--- config.mk ---
export PLATFORM = sky130hd
export DESIGN_NAME = frt_timer
export DESIGN_NICKNAME = d
export VERILOG_FILES = /design/src/core/frt_pkg.sv /design/src/core/frt_prescaler.sv /design/src/core/frt_channel.sv /design/src/core/frt_timer.sv
export SDC_FILE = /design/constraint.sdc
export NUM_CORES = 1
export LEC_CHECK = 0
export BUFFER_PORTS_ARGS = -buffer_cell sky130_fd_sc_hd__buf_4
export CAP_MARGIN = 10
export CORE_MARGIN = 2
export CORE_UTILIZATION = 40
export DETAILED_ROUTE_END_ITERATION = 8
export PLACE_DENSITY_LB_ADDON = 0.3
export SLEW_MARGIN = 20
export SYNTH_ARGS = -nofsm -noshare
export SYNTH_HDL_FRONTEND = slang
export SYNTH_SLANG_ARGS = --single-unit
--- constraint.sdc ---
create_clock -name clk -period 11.9 [get_ports clk]
set_clock_uncertainty 0.05 [all_clocks]
set_input_delay 2.38 -clock clk [delete_from_list [all_inputs] [get_ports clk]]
set_output_delay 2.38 -clock clk [all_outputs]
set_load 0.01 [all_outputs]
--- src/core/frt_pkg.sv ---
`default_nettype none
package frt_pkg;

  // ****************************************************
  // widths
  // ****************************************************
  localparam int unsigned CNT_W = 32;
  localparam int unsigned PSC_W = 8;
  localparam int unsigned ADDR_W = 14;
  localparam int unsigned MAX_CH = 4;

  // ****************************************************
  // register offsets
  // ****************************************************
  localparam logic [ADDR_W-1:0] OFS_CTRL = 14'h0000;
  localparam logic [ADDR_W-1:0] OFS_COUNT = 14'h0004;
  localparam logic [ADDR_W-1:0] OFS_MASK = 14'h0050;
  localparam logic [3:0] CH_GRP_FIRST = 4'h1;
  localparam logic [3:0] CH_CTRL = 4'h0;
  localparam logic [3:0] CH_FLAG = 4'h4;
  localparam logic [3:0] CH_CMP = 4'h8;

  // ****************************************************
  // field positions and reset values
  // ****************************************************
  localparam int unsigned CTRL_TEN_BIT = 0;
  localparam int unsigned CTRL_FRZ_BIT = 1;
  localparam int unsigned CTRL_CPS_LSB = 8;
  localparam int unsigned CH_EN_BIT = 0;
  localparam int unsigned CH_FLAG_BIT = 0;
  localparam logic [PSC_W-1:0] RST_CPS = 8'h00;
  localparam logic [CNT_W-1:0] RST_CNT = 32'h0000_0000;
  localparam logic [CNT_W-1:0] RST_CMP = 32'h0000_0000;

  // ****************************************************
  // bus answers
  // ****************************************************
  localparam logic [3:0] BE_FULL = 4'hF;
  localparam logic [1:0] RESP_OKAY = 2'h0;
  localparam logic [1:0] RESP_SLVERR = 2'h2;
  localparam logic [1:0] RESP_DECERR = 2'h3;

  typedef struct packed {
    logic rd;
    logic wr;
    logic [ADDR_W-1:0] addr;
    logic [3:0] be;
    logic [31:0] wdata;
  } frt_req_s;

  typedef struct packed {
    logic [PSC_W-1:0] counter_prescale_select;
    logic debug_halt_select;
    logic counter_run_enable;
  } frt_ctrl_s;

endpackage
`default_nettype wire

--- src/core/frt_prescaler.sv ---
`default_nettype none
module frt_prescaler import frt_pkg::*; #(
  parameter int unsigned W = PSC_W
) (
  input wire logic clk,
  input wire logic srst,
  input wire logic run,
  input wire logic [W-1:0] div,
  output logic tick
);

  // ****************************************************
  // divider
  // ****************************************************
  logic [W-1:0] div_cnt_q;

  if (W < 1) begin : g_chk
    $error("prescaler width must be at least one");
  end

  assign tick = run && (div_cnt_q >= div);

  always_ff @(posedge clk) begin
    if (srst || !run || tick) begin
      div_cnt_q <= '0;
    end else begin
      div_cnt_q <= div_cnt_q + 1'b1;
    end
  end

  // ****************************************************
  // checks
  // ****************************************************
  property p_div_one;
    @(posedge clk) disable iff (srst)
    run && div == '0 |-> tick;
  endproperty
  a_div_one: assert property (p_div_one)
    else $error("zero field does not divide by one");

  property p_div_two;
    @(posedge clk) disable iff (srst)
    tick && div == W'(1) ##1 run && div == W'(1) |->
      !tick ##1 (tick || !run || div != W'(1));
  endproperty
  a_div_two: assert property (p_div_two)
    else $error("divide by two spacing wrong");

endmodule
`default_nettype wire

--- src/core/frt_channel.sv ---
`default_nettype none
module frt_channel import frt_pkg::*; #(
  parameter int unsigned W = CNT_W
) (
  input wire logic clk,
  input wire logic srst,
  input wire logic en,
  input wire logic upd,
  input wire logic [W-1:0] cnt_nx,
  input wire logic [W-1:0] cmp,
  input wire logic clr,
  output logic flag_q
);

  // ****************************************************
  // match flag
  // ****************************************************
  logic hit;

  assign hit = en && upd && (cnt_nx == cmp);

  always_ff @(posedge clk) begin
    if (srst) begin
      flag_q <= 1'b0;
    end else if (hit) begin
      flag_q <= 1'b1;
    end else if (clr) begin
      flag_q <= 1'b0;
    end
  end

  // ****************************************************
  // checks
  // ****************************************************
  property p_flag_cause;
    @(posedge clk) disable iff (srst)
    !flag_q ##1 flag_q |-> $past(en) && $past(cnt_nx) == $past(cmp);
  endproperty
  a_flag_cause: assert property (p_flag_cause)
    else $error("flag set without enabled exact match");

  property p_set_wins;
    @(posedge clk) disable iff (srst)
    hit && clr |=> flag_q;
  endproperty
  a_set_wins: assert property (p_set_wins)
    else $error("match lost against a clear");

endmodule
`default_nettype wire

--- src/core/frt_timer.sv ---
`default_nettype none
module frt_timer import frt_pkg::*; #(
  parameter int unsigned N_CH = MAX_CH
) (
  input wire logic clk,
  input wire logic srst,
  input wire logic [ADDR_W-1:0] avs_address,
  input wire logic avs_read,
  input wire logic avs_write,
  input wire logic [3:0] avs_byteenable,
  input wire logic [31:0] avs_writedata,
  output logic [31:0] avs_readdata,
  output logic [1:0] avs_response,
  output logic avs_waitrequest,
  input wire logic debug_mode,
  output logic [N_CH-1:0] chan_irq,
  output logic irq
);

  // ****************************************************
  // parameter check
  // ****************************************************
  if (N_CH < 1 || N_CH > MAX_CH) begin : g_chk
    $error("channel count out of range");
  end

  // ****************************************************
  // state
  // ****************************************************
  frt_req_s req;
  frt_ctrl_s ctrl_q;
  logic [CNT_W-1:0] cnt_q;
  logic [CNT_W-1:0] cnt_d;
  logic [N_CH-1:0] cen_q;
  logic [N_CH-1:0] mask_q;
  logic [N_CH-1:0] flags;
  logic [N_CH-1:0] clr;
  logic [CNT_W-1:0] cmp_q [N_CH];
  logic wait_q;
  logic [1:0] resp_q;
  logic [31:0] rdata_q;
  logic irq_q;
  logic run;
  logic tick;
  logic cnt_step;

  // ****************************************************
  // decode
  // ****************************************************
  logic [3:0] ch_grp;
  logic [3:0] ch_reg;
  logic [3:0] ch_idx;
  logic hit_ctrl;
  logic hit_count;
  logic hit_mask;
  logic ch_hit;
  logic any_hit;
  logic new_req;
  logic acc_wr;
  logic [1:0] resp_c;
  logic [31:0] rdata_c;

  assign req.rd = avs_read;
  assign req.wr = avs_write;
  assign req.addr = avs_address;
  assign req.be = avs_byteenable;
  assign req.wdata = avs_writedata;

  assign ch_grp = req.addr[7:4];
  assign ch_reg = req.addr[3:0];
  assign ch_idx = ch_grp - CH_GRP_FIRST;

  always_comb begin
    hit_ctrl = (req.addr == OFS_CTRL);
    hit_count = (req.addr == OFS_COUNT);
    hit_mask = (req.addr == OFS_MASK);
    ch_hit = (req.addr[ADDR_W-1:8] == '0);
    ch_hit = ch_hit && (ch_grp >= CH_GRP_FIRST);
    ch_hit = ch_hit && (ch_grp <= 4'(N_CH));
    ch_hit = ch_hit && (ch_reg == CH_CTRL || ch_reg == CH_FLAG ||
      ch_reg == CH_CMP);
    any_hit = hit_ctrl || hit_count || hit_mask || ch_hit;
  end

  always_comb begin
    if (req.be != BE_FULL) begin
      resp_c = RESP_SLVERR;
    end else if (!any_hit) begin
      resp_c = RESP_DECERR;
    end else begin
      resp_c = RESP_OKAY;
    end
  end

  assign new_req = (req.rd || req.wr) && wait_q;
  assign acc_wr = req.wr && !wait_q && (resp_q == RESP_OKAY);

  // ****************************************************
  // read mux
  // ****************************************************
  always_comb begin
    rdata_c = '0;
    if (resp_c != RESP_OKAY) begin
      rdata_c = '0;
    end else if (hit_ctrl) begin
      rdata_c[CTRL_TEN_BIT] = ctrl_q.counter_run_enable;
      rdata_c[CTRL_FRZ_BIT] = ctrl_q.debug_halt_select;
      rdata_c[CTRL_CPS_LSB +: PSC_W] = ctrl_q.counter_prescale_select;
    end else if (hit_count) begin
      rdata_c = cnt_q;
    end else if (hit_mask) begin
      rdata_c[N_CH-1:0] = mask_q;
    end else if (ch_reg == CH_CTRL) begin
      rdata_c[CH_EN_BIT] = cen_q[ch_idx[1:0]];
    end else if (ch_reg == CH_FLAG) begin
      rdata_c[CH_FLAG_BIT] = flags[ch_idx[1:0]];
    end else begin
      rdata_c = cmp_q[ch_idx[1:0]];
    end
  end

  // ****************************************************
  // bus handshake
  // ****************************************************
  always_ff @(posedge clk) begin
    if (srst) begin
      wait_q <= 1'b1;
      resp_q <= RESP_OKAY;
      rdata_q <= '0;
    end else if (new_req) begin
      wait_q <= 1'b0;
      resp_q <= resp_c;
      rdata_q <= req.rd ? rdata_c : '0;
    end else begin
      wait_q <= 1'b1;
    end
  end

  assign avs_waitrequest = wait_q;
  assign avs_response = resp_q;
  assign avs_readdata = rdata_q;

  // ****************************************************
  // control register
  // ****************************************************
  // disabled out of reset
  always_ff @(posedge clk) begin
    if (srst) begin
      ctrl_q.counter_run_enable <= 1'b0;
      ctrl_q.debug_halt_select <= 1'b0;
      ctrl_q.counter_prescale_select <= RST_CPS;
    end else if (acc_wr && hit_ctrl) begin
      ctrl_q.counter_run_enable <= req.wdata[CTRL_TEN_BIT];
      ctrl_q.debug_halt_select <= req.wdata[CTRL_FRZ_BIT];
      ctrl_q.counter_prescale_select <= req.wdata[CTRL_CPS_LSB +: PSC_W];
    end
  end

  assign run = ctrl_q.counter_run_enable && !(ctrl_q.debug_halt_select && debug_mode);

  // ****************************************************
  // prescaler and counter
  // ****************************************************
  // field is ratio minus one
  frt_prescaler #(
    .W(PSC_W)
  ) u_psc (
    .clk(clk),
    .srst(srst),
    .run(run),
    .div(ctrl_q.counter_prescale_select),
    .tick(tick)
  );

  always_comb begin
    if (acc_wr && hit_count) begin
      cnt_d = req.wdata;
    end else if (tick) begin
      cnt_d = CNT_W'(cnt_q + 1'b1);
    end else begin
      cnt_d = cnt_q;
    end
  end

  always_ff @(posedge clk) begin
    if (srst) begin
      cnt_q <= RST_CNT;
    end else begin
      cnt_q <= cnt_d;
    end
  end

  // ****************************************************
  // channel registers
  // ****************************************************
  always_ff @(posedge clk) begin
    if (srst) begin
      cen_q <= '0;
      for (int i = 0; i < N_CH; i++) begin
        cmp_q[i] <= RST_CMP;
      end
    end else if (acc_wr && ch_hit) begin
      for (int i = 0; i < N_CH; i++) begin
        if (ch_idx == 4'(i) && ch_reg == CH_CTRL) begin
          cen_q[i] <= req.wdata[CH_EN_BIT];
        end
        if (ch_idx == 4'(i) && ch_reg == CH_CMP) begin
          cmp_q[i] <= req.wdata;
        end
      end
    end
  end

  // write one to clear a flag
  always_comb begin
    for (int i = 0; i < N_CH; i++) begin
      clr[i] = acc_wr && ch_hit && ch_reg == CH_FLAG &&
        ch_idx == 4'(i) && req.wdata[CH_FLAG_BIT];
    end
  end

  // count load suppresses a match
  assign cnt_step = tick && !(acc_wr && hit_count);

  for (genvar gi = 0; gi < N_CH; gi++) begin : g_ch
    frt_channel #(
      .W(CNT_W)
    ) u_ch (
      .clk(clk),
      .srst(srst),
      .en(cen_q[gi]),
      .upd(cnt_step),
      .cnt_nx(cnt_d),
      .cmp(cmp_q[gi]),
      .clr(clr[gi]),
      .flag_q(flags[gi])
    );

    property p_chan_sep;
      @(posedge clk) disable iff (srst)
      !flags[gi] ##1 flags[gi] |-> $past(tick) &&
        $past(cen_q[gi]) && cnt_q == $past(cmp_q[gi]);
    endproperty
    a_chan_sep: assert property (p_chan_sep)
      else $error("channel request without its own match");
  end

  assign chan_irq = flags;

  // ****************************************************
  // interrupt mask and summary
  // ****************************************************
  always_ff @(posedge clk) begin
    if (srst) begin
      mask_q <= '0;
    end else if (acc_wr && hit_mask) begin
      mask_q <= req.wdata[N_CH-1:0];
    end
  end

  always_ff @(posedge clk) begin
    if (srst) begin
      irq_q <= 1'b0;
    end else begin
      irq_q <= |(flags & mask_q);
    end
  end

  assign irq = irq_q;

  // ****************************************************
  // checks
  // ****************************************************
  property p_run_hold;
    @(posedge clk) disable iff (srst)
    !run && !(acc_wr && hit_count) |=> $stable(cnt_q);
  endproperty
  a_run_hold: assert property (p_run_hold)
    else $error("counter moved while not running");

  property p_count_step;
    @(posedge clk) disable iff (srst)
    tick && !(acc_wr && hit_count) |=>
      cnt_q == CNT_W'($past(cnt_q) + 1'b1);
  endproperty
  a_count_step: assert property (p_count_step)
    else $error("counter did not advance by one");

  property p_no_stop;
    @(posedge clk) disable iff (srst)
    run && ctrl_q.counter_prescale_select == '0 && !(acc_wr && hit_count) |=>
      cnt_q != $past(cnt_q);
  endproperty
  a_no_stop: assert property (p_no_stop)
    else $error("counter stalled while running undivided");

  property p_wrap;
    @(posedge clk) disable iff (srst)
    tick && cnt_q == '1 && !(acc_wr && hit_count) |=> cnt_q == '0;
  endproperty
  a_wrap: assert property (p_wrap)
    else $error("counter did not wrap to zero");

  property p_dbg_halt;
    @(posedge clk) disable iff (srst)
    debug_mode && ctrl_q.debug_halt_select |-> !tick;
  endproperty
  a_dbg_halt: assert property (p_dbg_halt)
    else $error("counter ticked while frozen");

  property p_size_err;
    @(posedge clk) disable iff (srst)
    new_req && req.be != BE_FULL |=>
      !avs_waitrequest && avs_response == RESP_SLVERR;
  endproperty
  a_size_err: assert property (p_size_err)
    else $error("partial access not answered with error");

  property p_read_count;
    @(posedge clk) disable iff (srst)
    new_req && req.rd && hit_count && req.be == BE_FULL |=>
      avs_readdata == $past(cnt_q) ##1 avs_waitrequest;
  endproperty
  a_read_count: assert property (p_read_count)
    else $error("count read returned wrong value");

  property p_irq_level;
    @(posedge clk) disable iff (srst)
    |(flags & mask_q) |=> irq;
  endproperty
  a_irq_level: assert property (p_irq_level)
    else $error("interrupt missing for unmasked flag");

endmodule
`default_nettype wire

---- Yosys cells after proc, flatten, opt, wreduce, memory -nomap -nowiden ----
Memories as Yosys holds them, arrays and structs flattened.
Index checks and enable logic that the tools add are counted.
W data, S select, Z words.
storage, ports and cells
  input port bits ......................... 55
  word-level logic and storage cells ...... 161
  register bits ........................... 98
  bits in writable memories ............... 128
  latch bits .............................. 0
  bits in read-only memories .............. 0
  memories kept ........................... 1
memory list
  memory  depth  bits a word  read ports  clocked after Yosys merged registers in  wr ports  RTL line         RTL
  cmp_q   4      32           5           0                                        4         frt_timer.sv:38  logic [CNT_W-1:0] cmp_q [N_CH];
operators by class
  add/subtract/negate cells ............... 3
  magnitude comparators ................... 4
  div/mod/pow operators ................... 0
  shift operators ......................... 0
  bitwise logic cells ..................... 5
  multipliers ............................. 0
  equal/unequal tests ..................... 12
  reduce and logical (&&, ||, !) cells .... 66
  mux-type cells .......................... 52
operators with widths
  kind                     number
  $mux W32                 9
  $eq A32 B32 Y1           4
  $mux W31                 2
  $logic_and A1 B1 Y1      39
  $add A32 B1 Y32 const B  1
  $mux W1                  31
  $mux W28                 1
  $mux W16                 1
  $eq A14 B3 Y1 const B    1
  $eq A14 B7 Y1 const B    1
  $logic_not A14 Y1        1
  $reduce_bool A2 Y1       5
  $add A8 B1 Y8 const B    1
  $eq A4 B2 Y1 const B     2
  $ge A8 B8 Y1             1
  $logic_not A4 Y1         2
  $logic_or A1 B1 Y1       8
  $mux W8                  1
  $reduce_and A2 Y1        4
  $logic_not A6 Y1         1
  $mux W2                  3
  $mux W6                  1
  $and A4 B4 Y4            1
  $bmux W1 S2              2
  13 further kinds         19

---- Logic depth before layout (Yosys ltp) ----
Gate-level depths: netlist (run 1).
  word-level depth ........................ 10
  mapped depth ............................ 17
  gate-level depth less buffers ........... 12

---- Modules after synthesis ----
From an unflattened synthesis (run 1), not the netlist that was laid out.
unflattened totals
  cells, all modules ...................... 1147
  area total of the unflattened synthesis .. 12177.9 um^2
modules (own cells, without submodules)
  module         seq. area each (um^2)  area an instance (um^2)  instances  cells an instance
  frt_timer      5565.3                 10131.0                  1          893
  frt_channel    20.0                   384.1                    4          48
  frt_prescaler  160.2                  510.5                    1          62

---- Worst setup path before layout (run 1) ----
Ideal clock, no wire load.
  path type ............................... input to register
  from .................................... input avs_address[4]
  to ...................................... memory cmp_q[1][0], enable pin
  path buffers ............................ 3
  stages .................................. 8
  required time ........................... 11422 ps
  path slack .............................. 5200 ps
  arrival time ............................ 6222 ps
  cells stage by stage .................... clkbuf_1 -> buf_1 -> inv_1 -> ha_1 -> a211oi_1 -> nand4_1 -> clkbuf_1 -> o21bai_1
RTL lines
  item             RTL line         RTL
  start, declared  frt_timer.sv:7   input wire logic [ADDR_W-1:0] avs_address,
  end, declared    frt_timer.sv:38

---- Final worst setup path (run 1) ----
  from .................................... input avs_address[4]
  to ...................................... register g_ch[3].u_ch.flag_q
between the ends
  word-level cells in the longest chain between the ends .. 9
  elaborated cells on any way between the ends .. 21
RTL lines
  item                                                              RTL line           RTL
  parallel branches: the longest is 9 deep, another holds $mux W32  --
  end signal, assigned                                              frt_channel.sv:24  flag_q <= 1'b0;
  end signal, assigned                                              frt_channel.sv:26  flag_q <= 1'b1;
  end signal, assigned                                              frt_channel.sv:28  flag_q <= 1'b0;
  end, declared                                                     frt_channel.sv:12  output logic flag_q
Several ways; the timed one is not identified.
A chain may end at the register's enable or synchronous reset.

==> metrics.cfg, run 1 <==
[timing]
setup-violations-final = 0
worst-slew-pin-transition_ns = 1.078
maxClockFrequency_ghz = 0.1670
hold_violations = 0
rsz0062_at_grt = no
fin_crit_sh = 0.5031
drv_slew = 0
hold_ws_ns = 0.4211
fin_crit_ns = 5.987
tns_ns = 0
maxSlewHeadroom = 0.2802

[finish]
post-route-util = 0.4588
layout_commonest_cell = nor2_1
drive_gt1_frac = 0.1465
final_cell_mix = 145 x nor2_1, 138 x buf_4, 128 x edfxtp_1, 117 x nand2_1, 98 x dfxtp_1
multi_input_area_um2 = 9092
regArea_um2 = 5806
antenna-diode-count = 0
nFillCells = 3761
postLayoutCellArea_um2 = 17690
fin_nets = 1824
layoutNonFillerInstCount = 2293
areaGrowthSynthToFinish_pct = 13.60

[critical_path]
worst-path-buf-inv = 3
rr_startpoint = cnt_q[0]
regToRegEndpoint = g_ch[3].u_ch.flag_q
reg2reg_slack_ns = 6.95
path_class = primary input to flip-flop
crit_top_cell = buf_4
cp_slowest_cell = nor4_1
crit_fanout = 38
max_stage_delay_ns = 0.63
start_kind = primary input
required_ns = 12.35
cp_top_family = simple AND/OR/NAND/NOR gates
crit_chain = buf_4 -> inv_1 -> ha_1 -> nor2b_1 -> nand4_1 -> nor2_1 -> buf_4 -> o31ai_1 -> xnor2_1 -> nor4_1 -> o211ai_1 -> or4_1 -> o21ai_1
ff2ff_path_depth = 11
cp.arrival_ns = 6.43
worstSetupEndpointType = flip-flop

[logic_synthesis]
synth_xor_area_frac = 0.08959
synth_edf_count = 128
synth.distinct_cells = 92
muxShareOfSynthArea = 0.06291
synth_nets = 1798
synthAdderAreaFrac = 0.01205
ys_warn_count = 0
synthesis.area_um2 = 15570
avgSynthCellArea_um2 = 9.012
syn_inst = 1728
async_flop_share = 0
synth_compound_gate_area_share = 0.1645
synth_simple_gate_area_frac = 0.2478
synth_ff_type = edfxtp_1
synth_top_family_by_area = simple AND/OR/NAND/NOR gates
synth_seq_cells = 226
yosysSeqAreaShare = 0.3728

[floorplan]
dieArea_um2 = 40530
dieWidth_um = 201.3
fp-row-count = 72
die_y_um = 201.3
design.core.area_um2 = 38560
pin_count = 95
start_util = 0.4039

[pwr]
p_clk_frac = 0.447
peakVddDrop_mv = 0.1199
switching_share = 0.2737
combinationalPowerShare = 0.101
seqPwrFrac = 0.452
p_int_mw = 1.401
power_switching_uw = 527.8
powerDensity_nw_per_um2 = 109.0
leakagePower_nw = 6.164

[grt]
overflow = 0
grt_start_max_net_pins = 70
grt_pass1_vias = 14330
grt_pass1_wl_um = 109800
grt_usage = 0.3775
grt_antenna_before_repair = 2

[hold_path]
min_to = ctrl_q[5]
hold_depth = 2
hold_class = flip-flop to flip-flop
hold_start = ctrl_q[5]

[routing]
first_iter_violations = 2334
wl_um = 78020
drt-pass1-iter-count = 6
drc = 0
via_per_inst = 6.747
num_vias = 15470
wl_per_cell_um = 34.03
drtAntennaViolNets = 0

[placement]
dp_hpwl_um = 57410
portBuffers = 94
dpl.cell_count = 2242
place_area_um2 = 16780
routabilityCongestion = 1.043

[cts]
ctsResizeCount = 0
cts_buffer_depth = 3
cts_buffers = 28
holdBufCountCts = 0
htree_levels = 1
clk_pin_slew_ns = 0.06
cts-root-buf = clkbuf_16
insertion_delay_ns = 0.60
cts_setup_buffers = 0
cts.sinks = 226
cts_tree = built

[job]
drv_cap = 0

[run_status]
outcome = finished clean

[cell usage after synthesis, types with 6 or more instances]
master | count | share of area
nand2b_1 | 10 | 0.0040
xor2_1 | 57 | 0.032
a21oi_1 | 89 | 0.029
nor2b_1 | 16 | 0.0064
mux4_2 | 34 | 0.049
a2111oi_0 | 8 | 0.0045
a221oi_1 | 7 | 0.0039
o2111ai_1 | 10 | 0.0056
nor3b_1 | 11 | 0.0053
and3_1 | 19 | 0.0076
and2_1 | 94 | 0.038
nand4_1 | 38 | 0.015
nand2_1 | 117 | 0.028
xnor3_1 | 8 | 0.012
buf_4 | 8 | 0.0039
dfxtp_1 | 98 | 0.13
nor2_1 | 146 | 0.035
nor4_1 | 64 | 0.026
buf_1 | 12 | 0.0029
o211ai_1 | 18 | 0.0087
buf_2 | 15 | 0.0048
edfxtp_1 | 128 | 0.25
clkbuf_1 | 106 | 0.026
or4_1 | 13 | 0.0063
a31oi_1 | 14 | 0.0056
ha_1 | 15 | 0.012
a211oi_1 | 29 | 0.014
nor3_1 | 52 | 0.017
mux2i_1 | 18 | 0.012
o21ai_1 | 9 | 0.0029
a211o_1 | 6 | 0.0034
inv_1 | 52 | 0.013
or3_1 | 24 | 0.0096
o311ai_0 | 6 | 0.0034
a22oi_1 | 36 | 0.017
o22ai_1 | 14 | 0.0056
o21ai_0 | 68 | 0.022
xnor2_1 | 78 | 0.044
o221ai_1 | 10 | 0.0056
nand3_1 | 64 | 0.021
nand3b_1 | 6 | 0.0029
[kinds of logic (layout without fill, tap and decap cells)]
logic type	Yosys count	after routing
AOI/OAI and AO/OA	382	382
xor gates and xnor gates	145	145
adders and majority gates	15	15
buffers and inverters	194	241
DFF	226	226
muxes	55	55
and+or+nand+nor	711	711
[registers in the layout, summed over array words and instances, names as in the netlist]
name,count
ctrl_q,10
u_psc.div_cnt_q,8
avs_response,2
cen_q,4
avs_waitrequest,1
cmp_q,128
avs_readdata,32
mask_q,4
irq,1
cnt_q,32
g_ch.u_ch.flag_q,4
[tightest hold or removal path, stage by stage (launching register included)]
cell	delay, ns
dfxtp_1	0.32
nand2_1	0.06
a21oi_1	0.05
[cell type report]
type	count	area share
Clock buffer	39	0.04541
Clock inverter	12	0.006224
Inverter	52	0.01103
Multi-Input combinational cell	1308	0.5140
Sequential cell	226	0.3282
Tap cell	518	0.03664
Timing Repair Buffer	138	0.05856
[stage by stage]
stage,setup WS (ns),power (mW)
2_1_floorplan,5.200,0.9693
3_3_place_gp,5.407,1.074
3_5_place_dp,5.456,1.074
4_1_cts,6.035,1.926
5_1_grt,5.747,1.968
6_report,5.913,1.928
[per-layer routing]
metal | track usage | up-vias | part of all wire
met5 | 0 | - | 0
met4 | 0.1702 | 0 | 0.053
met3 | 0.08341 | 205 | 0.12
met2 | 0.5507 | 1133 | 0.42
met1 | 0.5338 | 7629 | 0.41
li1 | - | 6503 | -
[power groups by stage]
stage,registers [mW],logic (mW),clock network [mW]
6_report,0.871,0.195,0.863
4_1_cts,0.869,0.189,0.868
3_3_place_gp,0.886,0.189,0
2_1_floorplan,0.870,0.0994,0
3_5_place_dp,0.885,0.189,0
5_1_grt,0.871,0.200,0.897
[worst max path at each step]
stage / startpoint / to / cells after the start
final: avs_address[4] / g_ch[3].u_ch.flag_q / 13
after global routing: avs_address[4] / g_ch[3].u_ch.flag_q / 13
after CTS: avs_address[4] / g_ch[3].u_ch.flag_q / 13
after detailed placement: avs_address[4] / g_ch[3].u_ch.flag_q / 13
after global placement: avs_address[4] / g_ch[3].u_ch.flag_q / 13
after floorplan: avs_address[4] / cmp_q[1][0] / 8
(Power assumes the default switching activity.)
==> run 2, diff against run 1 <==
==> constraint.sdc (replaced) <==
create_clock -name clk -period 5.5 [get_ports clk]
set_clock_uncertainty 0.05 [all_clocks]
set_input_delay 1.1 -clock clk [delete_from_list [all_inputs] [get_ports clk]]
set_output_delay 1.1 -clock clk [all_outputs]
set_load 0.01 [all_outputs]
==> run 2 against run 1 <==
  * Combinational power is 120% higher
  * Hold slack lost 0.0048 ns
  * Sequential share of layout area fell by 0.61 points
  * Utilization rose by 0.88 points
  * Register-to-register slack got worse by 6.0 ns
  * Final area is 1.9% higher
  * Sequential power is 120% higher
  * Clock power up 120%
  * First-iteration DRC count rose by 2.0%
  * Routed wire length increased by 4.6%
  * Global-route usage rose by 1.6 points
  * Critical path type is now flip-flop to flip-flop
  * Largest cell class unchanged
==> metrics.cfg, run 2 (synthesis gave the netlist of run 1 again) <==
[routing]
drt-pass1-iter-count = 7  ; +1
num_vias = 15850  ; +2.5%
drc = 0  ; unchanged
via_per_inst = 6.798  ; +0.76%
wl_per_cell_um = 34.99  ; +2.8%
first_iter_violations = 2381  ; +2.0%
drtAntennaViolNets = 0  ; unchanged
wl_um = 81600  ; +4.6%

[critical_path]
worst-path-buf-inv = 0  ; -3
start_kind = flip-flop
cp_top_family = simple AND/OR/NAND/NOR gates
crit_fanout = 8  ; -79%
worstSetupEndpointType = flip-flop
cp_slowest_cell = or4_4
cp.arrival_ns = 4.96  ; -1.47 ns
required_ns = 5.95  ; -6.40 ns
path_class = flip-flop to flip-flop
crit_chain = ha_1 -> nand3_2 -> or4_4 -> nor4_4 -> xnor2_1 -> a2111oi_2 -> nor3_1 -> a31o_1 -> or4_1 -> o21ai_1
max_stage_delay_ns = 0.70  ; +0.07 ns

[cts]
holdBufCountCts = 0  ; unchanged
cts_setup_buffers = 0  ; unchanged
cts_buffers = 27  ; -3.6%
ctsResizeCount = 0  ; unchanged
htree_levels = 1  ; unchanged
clk_pin_slew_ns = 0.07  ; about the same
cts_tree = built
cts-root-buf = clkbuf_16
cts_buffer_depth = 3  ; unchanged
cts.sinks = 226  ; unchanged
insertion_delay_ns = 0.57  ; -0.03 ns

[pwr]
powerDensity_nw_per_um2 = 232.7  ; +110%
total_power_mw = 4.196  ; +120%
leakagePower_nw = 6.337  ; +2.8%
peakVddDrop_mv = 0.1929  ; +61%

[placement]
portBuffers = 94  ; unchanged
dpl.cell_count = 2282  ; +1.8%
routabilityCongestion = 1.114  ; +6.8%
dp_hpwl_um = 63110  ; +9.9%
place_ws_ns = 0.7406  ; -4.716 ns

[timing]
rsz0062_at_grt = no
drv_slew = 0  ; unchanged
fin_crit_sh = 0.8207
maxClockFrequency_ghz = 0.2215
worst-slew-pin-transition_ns = 1.099  ; +0.02082 ns
fin_crit_ns = 4.514
hold_violations = 0  ; unchanged
setup-violations-final = 0  ; unchanged
maxSlewHeadroom = 0.2617  ; -0.01853
tns_ns = 0  ; unchanged
worst_slack_ns = 0.9863  ; -4.927 ns

[job]
drv_cap = 0  ; unchanged

[grt]
overflow = 0  ; unchanged
grt_antenna_before_repair = 1  ; -1
grt_start_max_net_pins = 73  ; +4.3%
grt_pass1_vias = 14720  ; +2.7%
grt_pass1_wl_um = 113500  ; +3.3%
grt_usage = 0.3934  ; +0.01594

[floorplan]
design.core.area_um2 = 38560  ; unchanged
dieArea_um2 = 40530  ; unchanged
start_util = 0.4039  ; unchanged
pin_count = 95  ; unchanged
dieWidth_um = 201.3  ; unchanged
fp-row-count = 72  ; unchanged
die_y_um = 201.3  ; unchanged

[finish]
largest_reg_flops = 128  ; unchanged
top_register = cmp_q
drive_gt1_frac = 0.1649  ; +0.01844
final_cell_mix = 173 x buf_4, 145 x nor2_1, 128 x edfxtp_1, 117 x nand2_1, 98 x dfxtp_1
fin_nets = 1863  ; +2.1%
areaGrowthSynthToFinish_pct = 15.77
layout_commonest_cell = buf_4
layoutNonFillerInstCount = 2332  ; +1.7%

[hold_path]
hold_class = flip-flop to flip-flop

[run_status]
outcome = finished clean

-- run 2: cell types whose count changed in the layout (fill, tap and decap cells not counted), sizes merged --
cell / before / now
inv: 53 / 54
clkinv: 7 / 10
clkbuf: 39 / 30
bufinv: 1 / 4
diode: 0 / 1
buf: 138 / 178
-- run 2: layout make-up --
class	instances	area, um^2
Sequential cell	226	5806
Clock buffer	30	686.9
Fill cell	3741	20530
Multi-Input combinational cell	1308	9071
Antenna cell	1	2.502
Inverter	52	195.2
Clock inverter	19	220.2
Timing Repair Buffer	178	1399
Tap cell	518	648.1
-- run 2: final timing paths --
path | start | to | slack, ns | cells after the start
setup reg to reg | cnt_q[1] | g_ch[0].u_ch.flag_q | 0.99 | 10
setup / recovery | cnt_q[1] | g_ch[0].u_ch.flag_q | 0.99 | 10
hold reg to reg | u_psc.div_cnt_q[0] | u_psc.div_cnt_q[0] | 0.42 | 1
hold / removal | u_psc.div_cnt_q[0] | u_psc.div_cnt_q[0] | 0.42 | 1
-- run 2: metrics by stage --
stage                     area (um^2)    util  hold slack, ns
after floorplan                 15570       -          0.3756
after global placement          17120  0.4440          0.3955
after detailed placement        17120  0.4440          0.3993
after CTS                       18030  0.4675          0.4135
after global routing            18030  0.4675          0.4439
final                           18030  0.4676          0.4163
-- run 2: power by group --
| group | switching (mW) | internal, mW |
|---|---|---|
| combinational | 0.279 | 0.150 |
| sequential | 0.0718 | 1.82 |
| clock | 0.784 | 1.09 |
-- run 2: worst register-to-register path, stage by stage (launching register included) --
cell and delay [ns]:
dfxtp_1 0.54, ha_1 0.48, nand3_2 0.25, or4_4 0.70
nor4_4 0.54, xnor2_1 0.37, a2111oi_2 0.45, nor3_1 0.08
a31o_1 0.20, or4_1 0.62, o21ai_1 0.15
-- run 2: routing by layer --
metal,GRT usage,wire (um),up-vias
met5,0,0,-
met4,0.1694,4196,0
met3,0.1132,10580,222
met2,0.5655,33510,1213
met1,0.5501,33310,7842
li1,-,-,6576
